File: config.mk
export PLATFORM = sky130hd
export DESIGN_NAME = timer_capture_compare_pwm
export DESIGN_NICKNAME = d
export VERILOG_FILES = /design/src/verilog/sync_edge.v /design/src/verilog/timer_capture_compare_pwm.v
export VERILOG_INCLUDE_DIRS = /design/src /design/src/verilog
export SDC_FILE = /design/constraint.sdc
export NUM_CORES = 1
export LEC_CHECK = 0
export ABC_AREA = 1
export CORE_MARGIN = 1
export CORE_UTILIZATION = 50
export CTS_CLUSTER_SIZE = 25
export DETAILED_ROUTE_END_ITERATION = 10
export DONT_BUFFER_PORTS = 1
export HOLD_SLACK_MARGIN = 0.08
export SETUP_SLACK_MARGIN = 0.02
export SYNTH_ARGS = -nofsm -noshare
export SYNTH_HDL_FRONTEND = slang
export SYNTH_HIERARCHICAL = 1
export SYNTH_SLANG_ARGS = --single-unit
File: constraint.sdc
create_clock -name pclk -period 4.1 [get_ports pclk]
set_input_delay 0.205 -clock pclk [delete_from_list [all_inputs] [get_ports pclk]]
set_output_delay 0.205 -clock pclk [all_outputs]
set_load 0.05 [all_outputs]
File: src/verilog/timer_regs_defines.vh
// Register map, field positions, reset values and codes of the timer.
// Assumes a 32-bit APB slave port with byte addresses on paddr[7:0].
`ifndef TIMER_REGS_DEFINES_VH
`define TIMER_REGS_DEFINES_VH

// ----------------------------------------------------------------------
// Register byte offsets
// ----------------------------------------------------------------------
`define TMR_OFS_CTRL 8'h00
`define TMR_OFS_COUNT 8'h04
`define TMR_OFS_MODULO 8'h08
`define TMR_OFS_CH_BASE 8'h10
`define TMR_CH_STRIDE_LOG2 3
`define TMR_OFS_CH_VALUE 8'h04

// ----------------------------------------------------------------------
// Control register fields
// ----------------------------------------------------------------------
`define TMR_PS_LSB 0
`define TMR_PS_MSB 2
`define TMR_CSS_LSB 3
`define TMR_CSS_MSB 4
`define TMR_CENTER_ALIGN_SELECT_BIT 5
`define TMR_TOIE_BIT 6
`define TMR_TOF_BIT 7

// ----------------------------------------------------------------------
// Channel status/control fields
// ----------------------------------------------------------------------
`define TMR_ELS_LSB 0
`define TMR_ELS_MSB 1
`define TMR_MS_LSB 2
`define TMR_MS_MSB 3
`define TMR_CHIE_BIT 4
`define TMR_CHF_BIT 5

// ----------------------------------------------------------------------
// Codes and reset values
// ----------------------------------------------------------------------
`define TMR_CSS_OFF 2'b00
`define TMR_CSS_BUS 2'b01
`define TMR_CSS_FIXED 2'b10
`define TMR_CSS_EXT 2'b11
`define TMR_ELS_NONE 2'b00
`define TMR_MS_CAPTURE 2'b00
`define TMR_MS_COMPARE 2'b01
`define TMR_CNT_ZERO 16'h0000
`define TMR_CNT_FULL 16'hFFFF
`define TMR_RST_MODULO 16'h0000
`define TMR_RST_CHV 16'h0000
`define TMR_NUM_CH 4

`endif

File: src/verilog/sync_edge.v
// Two-flop synchroniser with edge detection behind the second stage.
// Assumes d may change at any time relative to clk.
`timescale 1ns/1ps

module sync_edge (
  input wire clk, // Bus clock
  input wire rst_n, // Asynchronous reset, active low
  input wire d, // Raw level to synchronise
  output wire q, // Synchronised level
  output wire rise, // One-cycle pulse on a rising edge
  output wire fall // One-cycle pulse on a falling edge
);

  // --------------------------------------------------------------------
  // Synchroniser stages
  // --------------------------------------------------------------------
  reg meta_r; // First stage, read only by the second
  reg sync_r; // Second stage, safe to use
  reg last_r; // Delayed copy for edge detection

  // Shift chain; edges come from stages two and three only
  always @(posedge clk or negedge rst_n) begin
    if (!rst_n) begin
      meta_r <= 1'b0;
      sync_r <= 1'b0;
      last_r <= 1'b0;
    end else begin
      meta_r <= d;
      sync_r <= meta_r;
      last_r <= sync_r;
    end
  end

  assign q = sync_r;
  assign rise = sync_r & ~last_r;
  assign fall = ~sync_r & last_r;

endmodule // sync_edge

File: src/verilog/timer_capture_compare_pwm.v
// 16-bit timer with four capture / compare / PWM channels and an APB
// register port. Assumes pclk is the bus clock and all pins arrive
// through the synchronisers in this block.
//
// Chosen here: the APB register port and the address map.
`timescale 1ns/1ps
`include "timer_regs_defines.vh"

module timer_capture_compare_pwm (
  input wire pclk, // Bus clock, 50 MHz
  input wire presetn, // Asynchronous reset, active low
  input wire psel, // APB select
  input wire penable, // APB access phase
  input wire pwrite, // APB direction, high for write
  input wire [7:0] paddr, // APB byte address
  input wire [31:0] pwdata, // APB write data
  output wire [31:0] prdata, // APB read data
  output wire pready, // APB ready
  output wire pslverr, // APB error on unmapped address
  input wire fixed_clk_in, // Fixed system clock source
  input wire ext_clk_in, // External clock pin
  input wire background_debug_mode, // High while in debug
  input wire stop_mode, // High while system clocks halt
  input wire [3:0] timer_channel_pin_i, // Channel pin level in
  output wire [3:0] timer_channel_pin_o, // Channel pin drive value
  output wire [3:0] timer_channel_pin_oe, // Channel pin drive enable
  output wire [3:0] timer_channel_pin_own, // Timer owns the pin
  output wire [3:0] channel_irq, // Per-channel interrupt request
  output wire overflow_irq // Terminal count interrupt request
);

  // --------------------------------------------------------------------
  // Helper functions
  // --------------------------------------------------------------------
  // Low-bit mask for a power-of-two tap: 0 -> 0, 7 -> 7'h7F
  function [6:0] presc_mask;
    input [2:0] ps;
    begin
      presc_mask = ~(7'h7F << ps);
    end
  endfunction

  // True when the edge/level select is anything but 0:0
  function sel_on;
    input [1:0] els;
    begin
      sel_on = (els != `TMR_ELS_NONE);
    end
  endfunction

  // --------------------------------------------------------------------
  // Registers and state
  // --------------------------------------------------------------------
  reg [2:0] ps_r; // Prescale tap
  reg [1:0] clock_source_select_r; // Clock source
  reg center_align_select_r; // Module-wide center PWM
  reg toie_r; // Overflow interrupt enable
  reg tof_r; // Overflow flag, sticky
  reg [15:0] counter_modulo_value_r; // Modulo
  reg [15:0] timer_count_value_r; // Main counter
  reg up_r; // Count direction in center mode
  reg [6:0] pre_r; // Prescaler chain
  reg [1:0] edge_level_select_r [0:3]; // Per-channel edge/level
  reg [1:0] channel_mode_select_r [0:3]; // Per-channel mode
  reg [3:0] chie_r; // Channel interrupt enables
  reg [3:0] chf_r; // Channel flags, sticky
  reg [15:0] chv_r [0:3]; // Channel values
  reg [3:0] out_r; // Channel output levels
  reg [31:0] prdata_r; // Read data register

  // --------------------------------------------------------------------
  // Input synchronisers
  // --------------------------------------------------------------------
  wire fixed_rise; // Fixed clock rising edge
  wire ext_rise; // External clock rising edge
  wire [3:0] pin_rise; // Channel pin rising edges
  wire [3:0] pin_fall; // Channel pin falling edges

  // Fixed clock is only seen through bus-clock flops
  sync_edge u_sync_fixed (
    .clk(pclk),
    .rst_n(presetn),
    .d(fixed_clk_in),
    .q(),
    .rise(fixed_rise),
    .fall()
  );

  // External clock must stay below a quarter of the bus rate
  sync_edge u_sync_ext (
    .clk(pclk),
    .rst_n(presetn),
    .d(ext_clk_in),
    .q(),
    .rise(ext_rise),
    .fall()
  );

  genvar g;
  generate
    for (g = 0; g < `TMR_NUM_CH; g = g + 1) begin : g_pin_sync
      // Capture edges need at least two bus clocks of pulse width
      sync_edge u_sync_pin (
        .clk(pclk),
        .rst_n(presetn),
        .d(timer_channel_pin_i[g]),
        .q(),
        .rise(pin_rise[g]),
        .fall(pin_fall[g])
      );
    end
  endgenerate

  // --------------------------------------------------------------------
  // APB decode
  // --------------------------------------------------------------------
  wire setup_ph = psel & ~penable; // Setup cycle
  wire access_ph = psel & penable; // Access cycle, always ready
  wire wr_en = access_ph & pwrite; // Write strobe
  wire is_ch = (paddr[7:4] == `TMR_OFS_CH_BASE >> 4) |
               (paddr[7:4] == (`TMR_OFS_CH_BASE >> 4) + 4'h1);
  // Channel n sits at base plus 8n; index from the offset, not raw bits
  wire [7:0] ch_ofs = paddr - `TMR_OFS_CH_BASE; // Offset into channel area
  wire [1:0] ch_idx = ch_ofs[`TMR_CH_STRIDE_LOG2 + 1:`TMR_CH_STRIDE_LOG2];
  wire ch_val_sel = paddr[2]; // Value word versus control word
  wire hit_ctrl = (paddr == `TMR_OFS_CTRL);
  wire hit_cnt = (paddr == `TMR_OFS_COUNT);
  wire hit_mod = (paddr == `TMR_OFS_MODULO);
  wire hit_ch = is_ch & (paddr[1:0] == 2'b00);
  wire mapped = hit_ctrl | hit_cnt | hit_mod | hit_ch;

  assign pready = 1'b1;
  assign pslverr = access_ph & ~mapped;
  assign prdata = prdata_r;

  // Read data is staged in the setup cycle; reads have no side effects
  always @(posedge pclk or negedge presetn) begin
    if (!presetn) begin
      prdata_r <= 32'h0000_0000;
    end else if (setup_ph & ~pwrite) begin
      prdata_r <= 32'h0000_0000;
      if (hit_ctrl) begin
        prdata_r[`TMR_PS_MSB:`TMR_PS_LSB] <= ps_r;
        prdata_r[`TMR_CSS_MSB:`TMR_CSS_LSB] <= clock_source_select_r;
        prdata_r[`TMR_CENTER_ALIGN_SELECT_BIT] <= center_align_select_r;
        prdata_r[`TMR_TOIE_BIT] <= toie_r;
        prdata_r[`TMR_TOF_BIT] <= tof_r;
      end else if (hit_cnt) begin
        prdata_r[15:0] <= timer_count_value_r;
      end else if (hit_mod) begin
        prdata_r[15:0] <= counter_modulo_value_r;
      end else if (hit_ch & ch_val_sel) begin
        prdata_r[15:0] <= chv_r[ch_idx];
      end else if (hit_ch) begin
        prdata_r[`TMR_ELS_MSB:`TMR_ELS_LSB] <= edge_level_select_r[ch_idx];
        prdata_r[`TMR_MS_MSB:`TMR_MS_LSB] <= channel_mode_select_r[ch_idx];
        prdata_r[`TMR_CHIE_BIT] <= chie_r[ch_idx];
        prdata_r[`TMR_CHF_BIT] <= chf_r[ch_idx];
      end
    end
  end

  // --------------------------------------------------------------------
  // Clock source, prescaler and counter tick
  // --------------------------------------------------------------------
  reg src_tick; // Selected source edge
  // Source choice; off stops the prescaler and counter
  always @* begin
    case (clock_source_select_r)
      `TMR_CSS_BUS: src_tick = 1'b1;
      `TMR_CSS_FIXED: src_tick = fixed_rise;
      `TMR_CSS_EXT: src_tick = ext_rise;
      default: src_tick = 1'b0;
    endcase
  end

  // Debug and stop both freeze the timer; wait mode has no effect
  wire run = ~background_debug_mode & ~stop_mode;
  wire pre_step = src_tick & run;
  wire [6:0] pmask = presc_mask(ps_r);
  wire tick = pre_step & ((pre_r & pmask) == pmask);
  wire cnt_wr = wr_en & hit_cnt;

  // Prescaler chain restarts with the counter
  always @(posedge pclk or negedge presetn) begin
    if (!presetn) begin
      pre_r <= 7'h00;
    end else if (cnt_wr) begin
      pre_r <= 7'h00;
    end else if (pre_step) begin
      pre_r <= pre_r + 7'h01;
    end
  end

  // --------------------------------------------------------------------
  // Main counter
  // --------------------------------------------------------------------
  wire free_run = (counter_modulo_value_r == `TMR_CNT_ZERO) |
                  (counter_modulo_value_r == `TMR_CNT_FULL);
  wire [15:0] top = free_run ? `TMR_CNT_FULL : counter_modulo_value_r;
  // Edge mode wraps after top; center mode turns at top and at zero
  wire wrap_edge = tick & ~center_align_select_r &
                   (timer_count_value_r == top);
  wire turn_zero = tick & center_align_select_r & ~up_r &
                   (timer_count_value_r == `TMR_CNT_ZERO);
  wire period_end = wrap_edge | turn_zero;

  // Counter update; holds between prescaler pulses
  always @(posedge pclk or negedge presetn) begin
    if (!presetn) begin
      timer_count_value_r <= `TMR_CNT_ZERO;
      up_r <= 1'b1;
    end else if (cnt_wr) begin
      timer_count_value_r <= `TMR_CNT_ZERO;
      up_r <= 1'b1;
    end else if (tick) begin
      if (!center_align_select_r) begin
        if (wrap_edge) begin
          timer_count_value_r <= `TMR_CNT_ZERO;
        end else begin
          timer_count_value_r <= timer_count_value_r + 16'h0001;
        end
      end else if (up_r) begin
        if (timer_count_value_r >= top) begin
          up_r <= 1'b0;
          timer_count_value_r <= timer_count_value_r - 16'h0001;
        end else begin
          timer_count_value_r <= timer_count_value_r + 16'h0001;
        end
      end else begin
        if (turn_zero) begin
          up_r <= 1'b1;
          timer_count_value_r <= 16'h0001;
        end else begin
          timer_count_value_r <= timer_count_value_r - 16'h0001;
        end
      end
    end
  end

  // --------------------------------------------------------------------
  // Module control, modulo and overflow flag
  // --------------------------------------------------------------------
  wire ctrl_wr = wr_en & hit_ctrl;

  // Overflow flag: set wins over a write-one clear in the same cycle
  always @(posedge pclk or negedge presetn) begin
    if (!presetn) begin
      ps_r <= 3'b000;
      clock_source_select_r <= `TMR_CSS_OFF;
      center_align_select_r <= 1'b0;
      toie_r <= 1'b0;
      tof_r <= 1'b0;
      counter_modulo_value_r <= `TMR_RST_MODULO;
    end else begin
      if (ctrl_wr) begin
        ps_r <= pwdata[`TMR_PS_MSB:`TMR_PS_LSB];
        clock_source_select_r <= pwdata[`TMR_CSS_MSB:`TMR_CSS_LSB];
        center_align_select_r <= pwdata[`TMR_CENTER_ALIGN_SELECT_BIT];
        toie_r <= pwdata[`TMR_TOIE_BIT];
      end
      if (wr_en & hit_mod) begin
        counter_modulo_value_r <= pwdata[15:0];
      end
      if (period_end) begin
        tof_r <= 1'b1;
      end else if (ctrl_wr & pwdata[`TMR_TOF_BIT]) begin
        tof_r <= 1'b0;
      end
    end
  end

  // --------------------------------------------------------------------
  // Channel mode decode
  // --------------------------------------------------------------------
  reg [3:0] m_cap; // Input capture active
  reg [3:0] m_cmp; // Output compare (software timer when select 0:0)
  reg [3:0] m_edge_aligned_pwm_mode; // Edge-aligned PWM active
  reg [3:0] m_center_aligned_pwm_mode; // Center-aligned PWM active
  reg [3:0] own; // Timer controls the pin
  integer i; // Loop index of the clocked channel process
  integer j; // Loop index of the mode decode
  integer k; // Loop index of the event detection

  // Center bit overrides every per-channel mode
  always @* begin
    for (j = 0; j < `TMR_NUM_CH; j = j + 1) begin
      m_cap[j] = ~center_align_select_r &
                 (channel_mode_select_r[j] == `TMR_MS_CAPTURE) &
                 sel_on(edge_level_select_r[j]);
      m_cmp[j] = ~center_align_select_r &
                 (channel_mode_select_r[j] == `TMR_MS_COMPARE);
      m_edge_aligned_pwm_mode[j] = ~center_align_select_r & channel_mode_select_r[j][1] &
                  sel_on(edge_level_select_r[j]);
      m_center_aligned_pwm_mode[j] = center_align_select_r &
                  sel_on(edge_level_select_r[j]);
      own[j] = sel_on(edge_level_select_r[j]) &
               (clock_source_select_r != `TMR_CSS_OFF);
    end
  end

  assign timer_channel_pin_own = own;
  assign timer_channel_pin_oe = own & ~m_cap;
  assign timer_channel_pin_o = out_r;
  assign channel_irq = chf_r & chie_r;
  assign overflow_irq = tof_r & toie_r;

  // --------------------------------------------------------------------
  // Channel registers, capture, compare and PWM outputs
  // --------------------------------------------------------------------
  reg [3:0] cap_ev; // Selected capture edge seen
  reg [3:0] match; // Counter equals channel value on a tick
  reg [3:0] ch_ev; // Any event that sets the channel flag

  // Event detection per channel
  always @* begin
    for (k = 0; k < `TMR_NUM_CH; k = k + 1) begin
      case (edge_level_select_r[k])
        2'b01: cap_ev[k] = pin_rise[k];
        2'b10: cap_ev[k] = pin_fall[k];
        2'b11: cap_ev[k] = pin_rise[k] | pin_fall[k];
        default: cap_ev[k] = 1'b0;
      endcase
      // Stop halts every clock, so no capture may land meanwhile
      cap_ev[k] = cap_ev[k] & m_cap[k] & ~stop_mode;
      match[k] = tick & (timer_count_value_r == chv_r[k]);
      ch_ev[k] = cap_ev[k] |
                 (match[k] & (m_cmp[k] | m_edge_aligned_pwm_mode[k] | m_center_aligned_pwm_mode[k]));
    end
  end

  // Channel state; flag set beats a write-one clear
  always @(posedge pclk or negedge presetn) begin
    if (!presetn) begin
      for (i = 0; i < `TMR_NUM_CH; i = i + 1) begin
        edge_level_select_r[i] <= `TMR_ELS_NONE;
        channel_mode_select_r[i] <= `TMR_MS_CAPTURE;
        chv_r[i] <= `TMR_RST_CHV;
      end
      chie_r <= 4'h0;
      chf_r <= 4'h0;
      out_r <= 4'h0;
    end else begin
      for (i = 0; i < `TMR_NUM_CH; i = i + 1) begin
        // Software access to this channel's words
        if (wr_en & hit_ch & (ch_idx == i[1:0]) & ~ch_val_sel) begin
          edge_level_select_r[i] <= pwdata[`TMR_ELS_MSB:`TMR_ELS_LSB];
          channel_mode_select_r[i] <= pwdata[`TMR_MS_MSB:`TMR_MS_LSB];
          chie_r[i] <= pwdata[`TMR_CHIE_BIT];
        end
        // Capture takes priority over a software value write
        if (cap_ev[i]) begin
          chv_r[i] <= timer_count_value_r;
        end else if (wr_en & hit_ch & (ch_idx == i[1:0]) & ch_val_sel) begin
          chv_r[i] <= pwdata[15:0];
        end
        if (ch_ev[i]) begin
          chf_r[i] <= 1'b1;
        end else if (wr_en & hit_ch & (ch_idx == i[1:0]) & ~ch_val_sel &
                     pwdata[`TMR_CHF_BIT]) begin
          chf_r[i] <= 1'b0;
        end
        // Output level; toggle keeps the old level until first match
        if (m_cmp[i] & match[i]) begin
          case (edge_level_select_r[i])
            2'b01: out_r[i] <= ~out_r[i];
            2'b10: out_r[i] <= 1'b0;
            2'b11: out_r[i] <= 1'b1;
            default: out_r[i] <= out_r[i];
          endcase
        end else if (m_edge_aligned_pwm_mode[i] & match[i]) begin
          out_r[i] <= edge_level_select_r[i][0];
        end else if (m_edge_aligned_pwm_mode[i] & wrap_edge) begin
          out_r[i] <= ~edge_level_select_r[i][0];
        end else if (m_center_aligned_pwm_mode[i] & match[i]) begin
          // Down match goes active, up match goes inactive
          out_r[i] <= up_r ? edge_level_select_r[i][0]
                           : ~edge_level_select_r[i][0];
        end
      end
    end
  end

endmodule // timer_capture_compare_pwm

==> metrics.yaml <==
outcome:
  status: "finished, violations left"
  violations: "design-rule violations, negative hold slack"
clocking:
  holdBufCountCts: 18
  clock-sinks: 174
  cts.path.max_buffers: 2
  htreeDepth: 4
  clock_latency_ns: 0.45
  clk_pin_slew_ns: 0.07
  root_buffer: "clkbuf_16"
  cts_tree: "built"
  numCtsBuffers: 17
floorplan:
  fp.dieH_um: 152
  die-area_mm2: 0.0232
  rows: 54
  pin_count: 104
  core_mm2: 0.0220
  die_width_um: 152
  start_util_pct: 51.4
placement:
  dp_cells: 1813
  dpl_worst_slack_ns: 0.652
  routabilityCongestion: 0.906
  post_dp_cell_area_mm2: 0.0114
  hpwl_um: 26000
  numPortBuffers: 0
worst_setup_path:
  r2r_setup_slack_ns: 0.55
  r2r_start: "counter_modulo_value_r[1]"
  cpPeakStageDelay_ns: 0.49
  endpoint_kind: "flip-flop"
  worst_path_max_delay_cell: "nor4_1"
  path_class: "flip-flop to flip-flop"
  reg2reg_depth: 15
  cp.required_ns: 4.41
  crit_fanout: 16
  path_cells: "nor4_1 -> nand4_1 -> o41ai_2 -> buf_4 -> nor2_1 -> ha_1 -> nand2_1 -> nor2_1 -> nand2_1 -> nor3_1 -> nand2_1 -> nand3_1 -> nor2_1 -> o211ai_1 -> nand2_1"
  cp_data_arrival_time_ns: 3.87
  reg2reg_to: "timer_count_value_r[6]"
  crit_path_start_kind: "flip-flop"
  crit_path_frequent_cell: "nand2_1"
route:
  routed_via_density: 5.77
  drc: 6
  wl_per_cell_um: 20.1
  initialDrtViolationCount: 988
  dr.pass1.iters: 8
  vias: 10700
  wl_um: 37400
  antenna_left: 0
worst_hold_path:
  hold_class: "input pin to asynchronous set/reset pin"
timing:
  setup_viol: 0
  fin_crit_sh_pct: 86.7
  drv_slew: 0
  worst_pin_slew_ns: 1.33
  worst_slack_ns: 0.546
  rsz0062_at_grt: "no"
  skew_ns: 0.0197
  period_minus_slack_ns: 3.55
  holdWs_ns: -0.542
  tns_ns: 0
  relSlewSlack_pct: 10.9
  fmaxAchievable_mhz: 281
  finalHoldViolations: 174
finish:
  fin_nets: 1650
  final_cells: 1862
  drive_above_1_share_pct: 4.36
  n_antenna_cell: 0
  syn2layout_area_growth_pct: 7.65
  utilization_pct: 55.4
  fin_area_mm2: 0.0122
global_route:
  grt_max_degree: 175
  grt_pass1_wl_um: 58000
  grt_pass1_vias: 9964
  grt_overflow_total: 0
  antenna_found_initial: 0
  grt_usage_pct: 33.0
power_and_ir_drop:
  total_leakage_power_nw: 5.92
  p_per_area_mw_per_mm2: 334
  peakVddDrop_mv: 0.231
  design_power_total_mw: 4.06
synthesis:
  ys_warn_count: 6
  synth_area_mm2: 0.0113
  syn_inst: 1589
  avgSynthCellArea_um2: 7.11
flow_run:
  maxCapViolCount: 0
[how the worst max path moves through the flow]
stage,from,end,slack (ns),cells past startpoint
after floorplan,counter_modulo_value_r[0],timer_count_value_r[15],0.96,17
final,counter_modulo_value_r[1],timer_count_value_r[6],0.55,15
after CTS,counter_modulo_value_r[1],timer_count_value_r[6],0.61,15
after detailed placement,counter_modulo_value_r[1],timer_count_value_r[6],0.65,15
after global placement,counter_modulo_value_r[1],timer_count_value_r[14],0.71,15
after global routing,counter_modulo_value_r[1],timer_count_value_r[6],0.37,15
[critical path: cells and delay by family, from the launching register on]
| family | cells | cell delay (ns) |
|---|---|---|
| and+or+nand+nor | 11 | 2.17 |
| DFF | 1 | 0.44 |
| adders and majority gates | 1 | 0.30 |
| buffers and inverters | 1 | 0.26 |
| AOI/OAI and AO/OA | 2 | 0.25 |
[sequential cells by signal (all words and copies together) (netlist names), 2 cells and up]
name,count
chv_r,64
counter_modulo_value_r,16
prdata,16
timer_count_value_r,16
channel_mode_select_r,8
pre_r,7
edge_level_select_r,6
chf_r,4
chie_r,4
g_pin_sync.u_sync_pin/last_r,4
g_pin_sync.u_sync_pin/meta_r,4
g_pin_sync.u_sync_pin/q,4
timer_channel_pin_o,4
ps_r,3
clock_source_select_r,2
sel_on.els,2
[per-layer routing]
layer  part of all wire, %  vias up  global-route usage [%]  wire length [um]
met3                   7.9       70                    6.66              2950
met4                   2.4        0                    9.62               894
li1                      -     5153                       -                 -
met1                    45     5089                    46.8             16900
met2                    44      425                    50.8             16600
met5                     0        -                       0                 0
[what timing repair did]
item / in CTS / in global routing
buffers inserted: 0 / 0
hold endpoints to repair: 223 / 174
gates resized for setup: 0 / 0
[power breakdown]
part | internal, mW | leakage [nW] | total [mW] | switching (mW)
Clock | 0.927 | 0.287 | 1.70 | 0.778
Sequential | 1.77 | 2.06 | 1.88 | 0.109
Combinational | 0.158 | 3.58 | 0.475 | 0.317
[placed cells by master (no fill, tap or decap), types with 3 or more instances in the layout]
| master | count |
|---|---|
| o211ai_1 | 38 |
| mux2_4 | 4 |
| clkbuf_16 | 17 |
| dlygate4sd3_1 | 18 |
| o2111ai_1 | 6 |
| o21ai_0 | 196 |
| mux2_2 | 4 |
| clkinv_4 | 3 |
| nor4_1 | 5 |
| a22oi_1 | 4 |
| ha_1 | 27 |
| buf_4 | 17 |
| nand3_1 | 67 |
| o21a_1 | 3 |
| nor4_4 | 3 |
| nor3_1 | 22 |
| nand2_1 | 458 |
| inv_1 | 156 |
| nand3b_1 | 4 |
| nor2_1 | 135 |
| dfrtp_1 | 173 |
| xor2_1 | 30 |
| nand4_1 | 36 |
| conb_1 | 17 |
| a21oi_1 | 36 |
| clkinv_1 | 14 |
| xnor2_1 | 19 |
| o22ai_1 | 36 |
| inv_6 | 4 |
| a31oi_1 | 3 |
[layout make-up]
class | instances | area [um^2]
timing repair buffer | 35 | 308
tap | 280 | 350
fill | 2140 | 9800
clock inverter | 13 | 158
multi-input combinational | 1171 | 5910
inverter | 171 | 642
sequential | 174 | 4360
clock buffer | 18 | 439
Power figures use the tool's default switching activity.
